==> src/hdl/monitor_relay_pkg.sv <==
// Package for the stacked monitor result formatter and stack relay.
// Assumes one 100 MHz clock; all pins arrive asynchronously.
package monitor_relay_pkg;

  // Converter result format
  localparam int RESULT_BITS = 14;
  localparam logic [13:0] RESULT_FULL = 14'h3fff;
  localparam int NUM_CHANNELS = 9;
  localparam int NUM_CELLS = 6;
  localparam logic [3:0] CH_TEMP1 = 4'h6;
  localparam logic [3:0] CH_AUX = 4'h8;

  // Register offsets
  localparam logic [6:0] AUX_RESULT_HIGH = 7'h01;
  localparam logic [6:0] CELL_ONE_RESULT_HIGH = 7'h03;
  localparam logic [6:0] CELL_ONE_RESULT_LOW = 7'h04;
  localparam logic [6:0] LAST_RESULT_LOW = 7'h12;
  localparam logic [6:0] CONVERSION_CONTROL = 7'h30;
  localparam logic [6:0] CONVERSION_STATUS = 7'h31;

  // Conversion control fields and reset values
  localparam int CTRL_COUNT_MSB = 2;
  localparam int CTRL_AUX_SRC = 3;
  localparam int CTRL_START = 4;
  localparam logic [2:0] CELL_COUNT_RESET = 3'h6;
  localparam logic AUX_SRC_RESET = 1'b0;

  // Sequencer states, one-hot
  typedef enum logic [2:0] {
    SEQ_IDLE = 3'b001,
    SEQ_REQ = 3'b010,
    SEQ_WAIT = 3'b100
  } seq_t;

  // One stack port's inbound signals
  typedef struct packed {
    logic sclk;
    logic csN;
    logic dataIn;
    logic convStart;
  } port_in_t;

  // Signals arriving from the upper device
  typedef struct packed {
    logic dataReturn;
    logic ready;
    logic fault;
    logic alert;
  } upper_in_t;

  // One downward port's outbound signals
  typedef struct packed {
    logic dataOut;
    logic dataOe;
    logic ready;
    logic fault;
    logic alert;
  } port_out_t;

  // Pin bundle that is synchronised as one vector
  typedef struct packed {
    logic hostSelect;
    port_in_t host;
    port_in_t lower;
    upper_in_t upper;
  } pins_t;

  // Whole module state
  typedef struct packed {
    pins_t sync1;
    pins_t sync2;
    logic sclkPrev;
    logic convPrev;
    logic [2:0] bitCnt;
    logic [7:0] shiftIn;
    logic [7:0] shiftOut;
    logic firstByte;
    logic loadPending;
    logic isWrite;
    logic driving;
    logic [6:0] addr;
    logic [2:0] cellCount;
    logic auxSource;
    logic startReq;
    seq_t seq;
    logic [3:0] channel;
    logic [NUM_CHANNELS-1:0][RESULT_BITS-1:0] results;
    port_in_t upOut;
    port_out_t hostOut;
    port_out_t lowerOut;
  } state_t;

endpackage

==> src/hdl/stacked_monitor_adc_result_relay.sv <==
// Result formatter, conversion sequencer, register port and stack relay.
// Assumes the converter core answers on clk; all pins are asynchronous.
//
// Behaviour
// - Results are 14-bit unsigned magnitudes; the top two word bits read zero.
// - Each word spans two byte registers, high byte at the lower address.
// - First cell result reads at 0x03 (high) and 0x04 (low).
// - Offset-corrected results clamp at zero or full scale, never wrap.
// - Mux selects nine sources: six cells, two temperatures, one auxiliary.
// - Auxiliary channel switches between aux input pair and module supply.
// - Cell count field limits the scan to connected cells.
// - Host select low: host-port clock, select, data, start go upward.
// - Host select high: lower-port clock, select, data, start go upward.
// - Host select low: upper return data goes to host-port data out.
// - Host select high: upper return data goes to lower-port data out.
// - Upper ready, fault and alert go down the selected port.
// - Chip select low frames a packet around all clock edges.
// - Host-port data out is driven only while chip select is low.
`timescale 1ns/100ps
module stacked_monitor_adc_result_relay
  import monitor_relay_pkg::*;
#(
  parameter int OFFSET_WIDTH = 8
) (
  input wire logic clk, // 100 MHz
  input wire logic rst, // Synchronous, active high
  input wire logic hostSelect, // 1: lower port feeds the relay
  input wire port_in_t hostIn, // Host-port inputs
  input wire port_in_t lowerIn, // Lower-device-port inputs
  input wire upper_in_t upperIn, // Returns from the upper device
  input wire logic localFault, // Own protection fault
  input wire logic localAlert, // Own alert condition
  input wire logic convDone, // Converter result strobe
  input wire logic [RESULT_BITS-1:0] convRaw, // Raw converter word
  input wire logic signed [OFFSET_WIDTH-1:0] convOffset, // Trim offset
  output port_in_t upOut, // Toward the upper device
  output port_out_t hostOut, // Host-port outputs
  output port_out_t lowerOut, // Lower-device-port outputs
  output logic convReq, // Start one sample
  output logic [3:0] convChannel, // Mux source index
  output logic auxSource // 1: module supply on aux channel
);

  // Offset must leave room for a real result
  if (OFFSET_WIDTH < 2 || OFFSET_WIDTH > RESULT_BITS) begin : g_check
    $error("OFFSET_WIDTH out of range");
  end

  state_t q;
  state_t d;

  // Raw plus trim, clamped rather than wrapped
  function automatic logic [RESULT_BITS-1:0] saturate(
    input logic [RESULT_BITS-1:0] raw,
    input logic signed [OFFSET_WIDTH-1:0] off
  );
    logic signed [RESULT_BITS+1:0] sum;
    sum = $signed({2'b00, raw}) + (RESULT_BITS+2)'(off);
    if (sum < 0) begin
      saturate = '0;
    end else if (sum > $signed({2'b00, RESULT_FULL})) begin
      saturate = RESULT_FULL;
    end else begin
      saturate = sum[RESULT_BITS-1:0];
    end
  endfunction

  // Last cell index scanned; out-of-range counts scan all cells
  function automatic logic [3:0] lastCell(input logic [2:0] count);
    if (count == 3'h0 || count > 3'h6) begin
      lastCell = 4'h5;
    end else begin
      lastCell = {1'b0, count} - 4'h1;
    end
  endfunction

  // Register read decode
  function automatic logic [7:0] regRead(input logic [6:0] a, input state_t s);
    logic [15:0] word;
    logic [6:0] k;
    word = '0;
    k = a - CELL_ONE_RESULT_HIGH;
    regRead = '0;
    if (a == AUX_RESULT_HIGH || a == AUX_RESULT_HIGH + 7'h1) begin
      word = {2'b00, s.results[CH_AUX]};
      regRead = a[0] ? word[15:8] : word[7:0];
    end else if (a >= CELL_ONE_RESULT_HIGH && a <= LAST_RESULT_LOW) begin
      word = {2'b00, s.results[k[4:1]]};
      regRead = k[0] ? word[7:0] : word[15:8];
    end else if (a == CONVERSION_CONTROL) begin
      regRead = {3'h0, s.startReq, s.auxSource, s.cellCount};
    end else if (a == CONVERSION_STATUS) begin
      regRead = {3'h0, s.channel, s.seq != SEQ_IDLE};
    end
  endfunction

  // Next-state logic
  always_comb begin
    port_in_t sel;
    logic rise;
    logic fall;
    logic [7:0] byteIn;
    logic [3:0] ch;
    logic startSet;
    d = q;
    startSet = 1'b0;
    d.sync1 = {hostSelect, hostIn, lowerIn, upperIn};
    d.sync2 = q.sync1;
    sel = q.sync2.hostSelect ? q.sync2.lower : q.sync2.host;
    ch = q.channel;
    byteIn = {q.shiftIn[6:0], sel.dataIn};
    rise = sel.sclk && !q.sclkPrev;
    fall = !sel.sclk && q.sclkPrev;
    d.sclkPrev = sel.sclk;
    d.convPrev = sel.convStart;

    // Serial register port, mode 0, framed by chip select
    if (sel.csN) begin
      d.bitCnt = '0;
      d.firstByte = 1'b1;
      d.driving = 1'b0;
      d.loadPending = 1'b0;
    end else if (rise) begin
      d.shiftIn = byteIn;
      d.bitCnt = q.bitCnt + 3'h1;
      if (q.bitCnt == 3'h7) begin
        d.loadPending = 1'b1;
        if (q.firstByte) begin
          d.firstByte = 1'b0;
          d.addr = byteIn[7:1];
          d.isWrite = byteIn[0];
          d.driving = !byteIn[0];
        end else begin
          d.addr = q.addr + 7'h1;
          if (q.isWrite && q.addr == CONVERSION_CONTROL) begin
            d.cellCount = byteIn[CTRL_COUNT_MSB:0];
            d.auxSource = byteIn[CTRL_AUX_SRC];
            startSet = byteIn[CTRL_START];
          end
        end
      end
    end else if (fall) begin
      d.shiftOut = q.loadPending ? regRead(q.addr, q) : {q.shiftOut[6:0], 1'b0};
      d.loadPending = 1'b0;
    end

    // Start from the selected pin edge or the control bit
    if (sel.convStart && !q.convPrev) begin
      startSet = 1'b1;
    end

    // Scan sequencer
    case (q.seq)
      SEQ_IDLE: begin
        if (q.startReq) begin
          d.channel = '0;
          d.seq = SEQ_REQ;
        end
      end
      SEQ_REQ: begin
        d.seq = SEQ_WAIT;
      end
      SEQ_WAIT: begin
        if (convDone) begin
          d.results[ch] = saturate(convRaw, convOffset);
          d.seq = SEQ_REQ;
          if (ch == lastCell(q.cellCount)) begin
            d.channel = CH_TEMP1;
          end else if (ch == CH_AUX) begin
            d.seq = SEQ_IDLE;
            d.startReq = 1'b0; // Self-clears when the scan ends
          end else begin
            d.channel = ch + 4'h1;
          end
        end
      end
      default: begin
        d.seq = SEQ_IDLE;
      end
    endcase

    // A start in the clearing cycle wins, so no request is lost
    if (startSet) begin
      d.startReq = 1'b1;
    end

    // Relay up the stack
    d.upOut = sel;

    // Relay down the stack; own data overrides the upper return
    d.hostOut = '0;
    d.lowerOut = '0;
    if (q.sync2.hostSelect) begin
      d.lowerOut.dataOut = q.driving ? q.shiftOut[7] : q.sync2.upper.dataReturn;
      d.lowerOut.dataOe = !sel.csN;
      d.lowerOut.ready = q.sync2.upper.ready;
      d.lowerOut.fault = q.sync2.upper.fault | localFault;
      d.lowerOut.alert = q.sync2.upper.alert | localAlert;
    end else begin
      d.hostOut.dataOut = q.driving ? q.shiftOut[7] : q.sync2.upper.dataReturn;
      d.hostOut.dataOe = !sel.csN;
      d.hostOut.ready = q.sync2.upper.ready;
      d.hostOut.fault = q.sync2.upper.fault | localFault;
      d.hostOut.alert = q.sync2.upper.alert | localAlert;
    end
  end

  // State register; results keep reset at zero so reads are defined
  always_ff @(posedge clk) begin
    if (rst) begin
      q <= '0;
      q.seq <= SEQ_IDLE;
      q.firstByte <= 1'b1;
      q.cellCount <= CELL_COUNT_RESET;
      q.auxSource <= AUX_SRC_RESET;
      q.sync1.host.csN <= 1'b1;
      q.sync2.host.csN <= 1'b1;
      q.sync1.lower.csN <= 1'b1;
      q.sync2.lower.csN <= 1'b1;
      q.upOut.csN <= 1'b1;
    end else begin
      q <= d;
    end
  end

  // Outputs
  assign upOut = q.upOut;
  assign hostOut = q.hostOut;
  assign lowerOut = q.lowerOut;
  assign convReq = (q.seq == SEQ_REQ);
  assign convChannel = q.channel;
  assign auxSource = q.auxSource;
endmodule

==> config.mk <==
export PLATFORM = sky130hd
export DESIGN_NAME = stacked_monitor_adc_result_relay
export DESIGN_NICKNAME = d
export VERILOG_FILES = /design/src/hdl/monitor_relay_pkg.sv /design/src/hdl/stacked_monitor_adc_result_relay.sv
export SDC_FILE = /design/constraint.sdc
export NUM_CORES = 1
export LEC_CHECK = 0
export BUFFER_PORTS_ARGS = -buffer_cell sky130_fd_sc_hd__clkbuf_2
export CAP_MARGIN = 20
export CORE_ASPECT_RATIO = 1.5
export CORE_MARGIN = 3
export CORE_UTILIZATION = 55
export CTS_CLUSTER_DIAMETER = 200
export CTS_CLUSTER_SIZE = 10
export DETAILED_ROUTE_END_ITERATION = 7
export HOLD_SLACK_MARGIN = 0.03
export PLACE_DENSITY = 0.82
export SLEW_MARGIN = 15
export SYNTH_ARGS = -nofsm -noshare
export SYNTH_HDL_FRONTEND = slang
export SYNTH_SLANG_ARGS = --single-unit
==> constraint.sdc <==
create_clock -name clk -period 3.4 [get_ports clk]
set_input_delay 0 -clock clk [delete_from_list [all_inputs] [get_ports clk]]
set_output_delay 0 -clock clk [all_outputs]
set_load 0.1 [all_outputs]
==> impl_metrics.yaml <==
outcome:
  status: "finished with violations"
  violations: "DRC"
timing:
  worst_pin_slew_ps: 767
  clock_skew_ps: 13.2
  grt_setup_unrepaired: "no"
  slew_headroom: 0.489
  clock.fmax_mhz: 348
  setup_viol: 0
  setup_tns_ps: 0
  fin_crit_ps: 2880
  drv_slew: 0
  finalHoldViolCount: 0
  finalWorstSetupSlack_ps: 524
  finalCritPeriodShare: 0.846
power:
  leakage_nw: 4.24
  p_seq_frac: 0.473
  comb_power_share: 0.104
  power_frac_clock: 0.423
  pwr_density_cell_nw_per_um2: 448
  p_sw_frac: 0.243
  p_sw_mw: 1.26
  ir_worst_vdd_uv: 329
  internal_power_mw: 3.94
route:
  avgRoutedWirePerCell_um: 19.3
  vias_per_cell: 6.22
  vias: 9122
  wl_met2_mm: 14.5
  drtAntennaViolNets: 0
  routed_wl_mm: 28.3
  wl_met3_mm: 1.58
  wl_met1_mm: 10.1
  first_pass_iters: 7
  drc: 1
  maxUsedRoutingLayer: "met4"
  drt-initial-drc-count: 723
yosys:
  ys_ff_latch: 207
  synth_edf_count: 0
  ys.flop_type: "dfxtp_1"
  syn_nets: 1242
  syn-cell-area_um2: 10300
  avgSynthCellArea_um2: 8.75
  yosysSeqAreaShare: 0.404
  yosys_warnings: 0
  synthesis.instances: 1173
  synth-async-reset-ratio: 0
  synth_cell_types: 69
min_path:
  hold_start: "convOffset[0]"
  hp-class: "primary input to flop"
  min_path_cells: 5
placed_design:
  placed_cells: 1417
  globalplace.congestion: 0.954
  place_ws_ps: 472
  numPortBuffers: 59
  hpwl_mm: 19.6
layout:
  final_cells: 1467
  insertedDiodeCount: 0
  drive_above_1_share: 0.139
  finalNetCount: 1288
  syn_to_final_growth_pct: 13.1
  fillers: 1476
cts:
  cts_setup_buffers: 0
  htree_levels: 1
  clkLatencyLatePin_ps: 510
  cts_hold_repair.buffers: 24
  root_buffer: "clkbuf_16"
  clockBufferDepth: 3
  cts.clk_slew.worst_paths_ps: 60
  cts_resized: 0
  clock-sinks: 207
  numCtsBuffers: 24
  cts_tree: "done"
global_routing:
  grt_util_all_layers: 0.273
  grt_max_degree: 89
  first_global_vias: 8997
  overflow: 0
  antenna_found_initial: 0
  grt_pass1_wl_mm: 46.0
setup_path:
  crit_arrival_ps: 3280
  crit_path_cell_trace: "a21oi_1 > xor2_4 > mux2i_1 > mux4_2 > nand2b_1 > and4b_1 > o32ai_1"
  ff2ff_setup_slack_ps: 520
  r2r_end: "q[167]$_SDFFE_PP0P_"
  worstSetupEndpointType: "flop"
  cp.required_ps: 3810
  reg2reg_from: "q[154]$_SDFFE_PP0P_"
  criticalPathCategory: "flop to flop"
  critPathLaunchType: "flop"
  path_max_fanout: 13
  cpPeakStageDelay_ps: 520
  worstRegToRegCells: 7
  slowest_stage: "mux4_2"
die:
  dieArea_um2: 20400
  core_area_um2: 18100
  start_util: 0.567
  num_io_pins: 60
  dieWidth_um: 118
  placementRows: 60
  die_h_um: 173
run:
  drv_cap: 0
worst max-delay path: cells and delay by family, from the launching register on:
family                    cells  cell delay (ps)
AOI/OAI and AO/OA             2              760
muxes                         2              710
and+or+nand+nor               2              430
DFF                           1              430
xor gates and xnor gates      1              430
kinds of logic after synthesis:
group | count (synthesis) | synth area share
AND/OR/NAND/NOR | 411 | 0.208
AO/OA/AOI/OAI | 304 | 0.199
flip-flops | 207 | 0.404
buffers and inverters | 153 | 0.0652
adder cells (fa/ha/maj) | 29 | 0.0361
multiplexers | 52 | 0.0730
XOR/XNOR | 17 | 0.0145
synthesized netlist by cell type, types with 13 or more instances:
cell	instances	area, µm²
inv_1	51	191
nor2b_1	26	163
nand3b_1	59	443
nand2_1	84	315
buf_4	19	143
o21ai_0	82	410
clkbuf_1	69	259
nand2b_1	16	100
nor2_1	111	417
dfxtp_1	207	4140
o32ai_1	33	289
or3_1	14	87.6
mux2i_1	31	310
and3_1	13	81.3
a21oi_1	53	265
mux4_2	18	405
and2_1	13	81.3
nor3_1	24	120
ha_1	28	350
nand3_1	16	80.1
a211oi_1	49	368
layout make-up:
class / count / area, µm² / share of cell area
tap: 248 / 310 / 0.0267
sequential: 207 / 4140 / 0.357
multi-input combinational: 813 / 5480 / 0.473
clock inverter: 1 / 5.00 / 0.000431
clock buffer: 25 / 626 / 0.0539
timing repair buffer: 122 / 843 / 0.0727
inverter: 51 / 191 / 0.0165
stage by stage:
stage / utilization / area (µm²) / power, mW / hold slack [ps]
after floorplan: - / 10300 / 2.84 / 104
after global placement: 0.593 / 10700 / 3.01 / 190
after detailed placement: 0.593 / 10700 / 3.02 / 194
after CTS: 0.641 / 11600 / 5.20 / 54.8
after global routing: 0.641 / 11600 / 5.35 / 89.7
final: 0.641 / 11600 / 5.20 / 69.9
per-layer routing:
metal | track usage | vias up
met4 | 0.180 | 0
met1 | 0.289 | 4282
li1 | - | 4286
met5 | 0 | -
met2 | 0.504 | 414
met3 | 0.0359 | 140
how the worst max path moves through the flow:
stage / start / to / slack, ps / cells after the start
floorplan: q[153]$_SDFFE_PP0P_ / q[166]$_SDFFE_PP0P_ / 600 / 8
global placement: convOffset[7] / flop / 570 / 9
detailed placement: convOffset[7] / flop / 470 / 9
CTS: q[154]$_SDFFE_PP0P_ / q[170]$_SDFFE_PP0P_ / 510 / 7
global route: q[154]$_SDFFE_PP0P_ / q[170]$_SDFFE_PP0P_ / 370 / 7
finish: q[154]$_SDFFE_PP0P_ / q[167]$_SDFFE_PP0P_ / 520 / 7
placed cells by master, fill, tap and decap left out, types with 26 or more instances in the layout:
| cell | netlist | final |
|---|---|---|
| clkbuf_2 | 1 | 58 |
| ha_1 | 28 | 28 |
| nor2b_1 | 26 | 26 |
| a211oi_1 | 49 | 49 |
| inv_1 | 51 | 51 |
| nor2_1 | 111 | 111 |
| nand2_1 | 84 | 84 |
| nand3b_1 | 59 | 59 |
| dfxtp_1 | 207 | 207 |
| a21oi_1 | 53 | 53 |
| mux2i_1 | 31 | 31 |
| o21ai_0 | 82 | 82 |
| buf_4 | 19 | 39 |
| o32ai_1 | 33 | 33 |
power groups by stage:
stage               sequential (mW)  clock [mW]  combinational [mW]
finish                         2.46        2.20               0.541
global placement               2.51           0               0.503
CTS                            2.46        2.21               0.530
floorplan                      2.51           0               0.337
detailed placement             2.51           0               0.508
global route                   2.46        2.31               0.579
(Power assumes the default switching activity.)
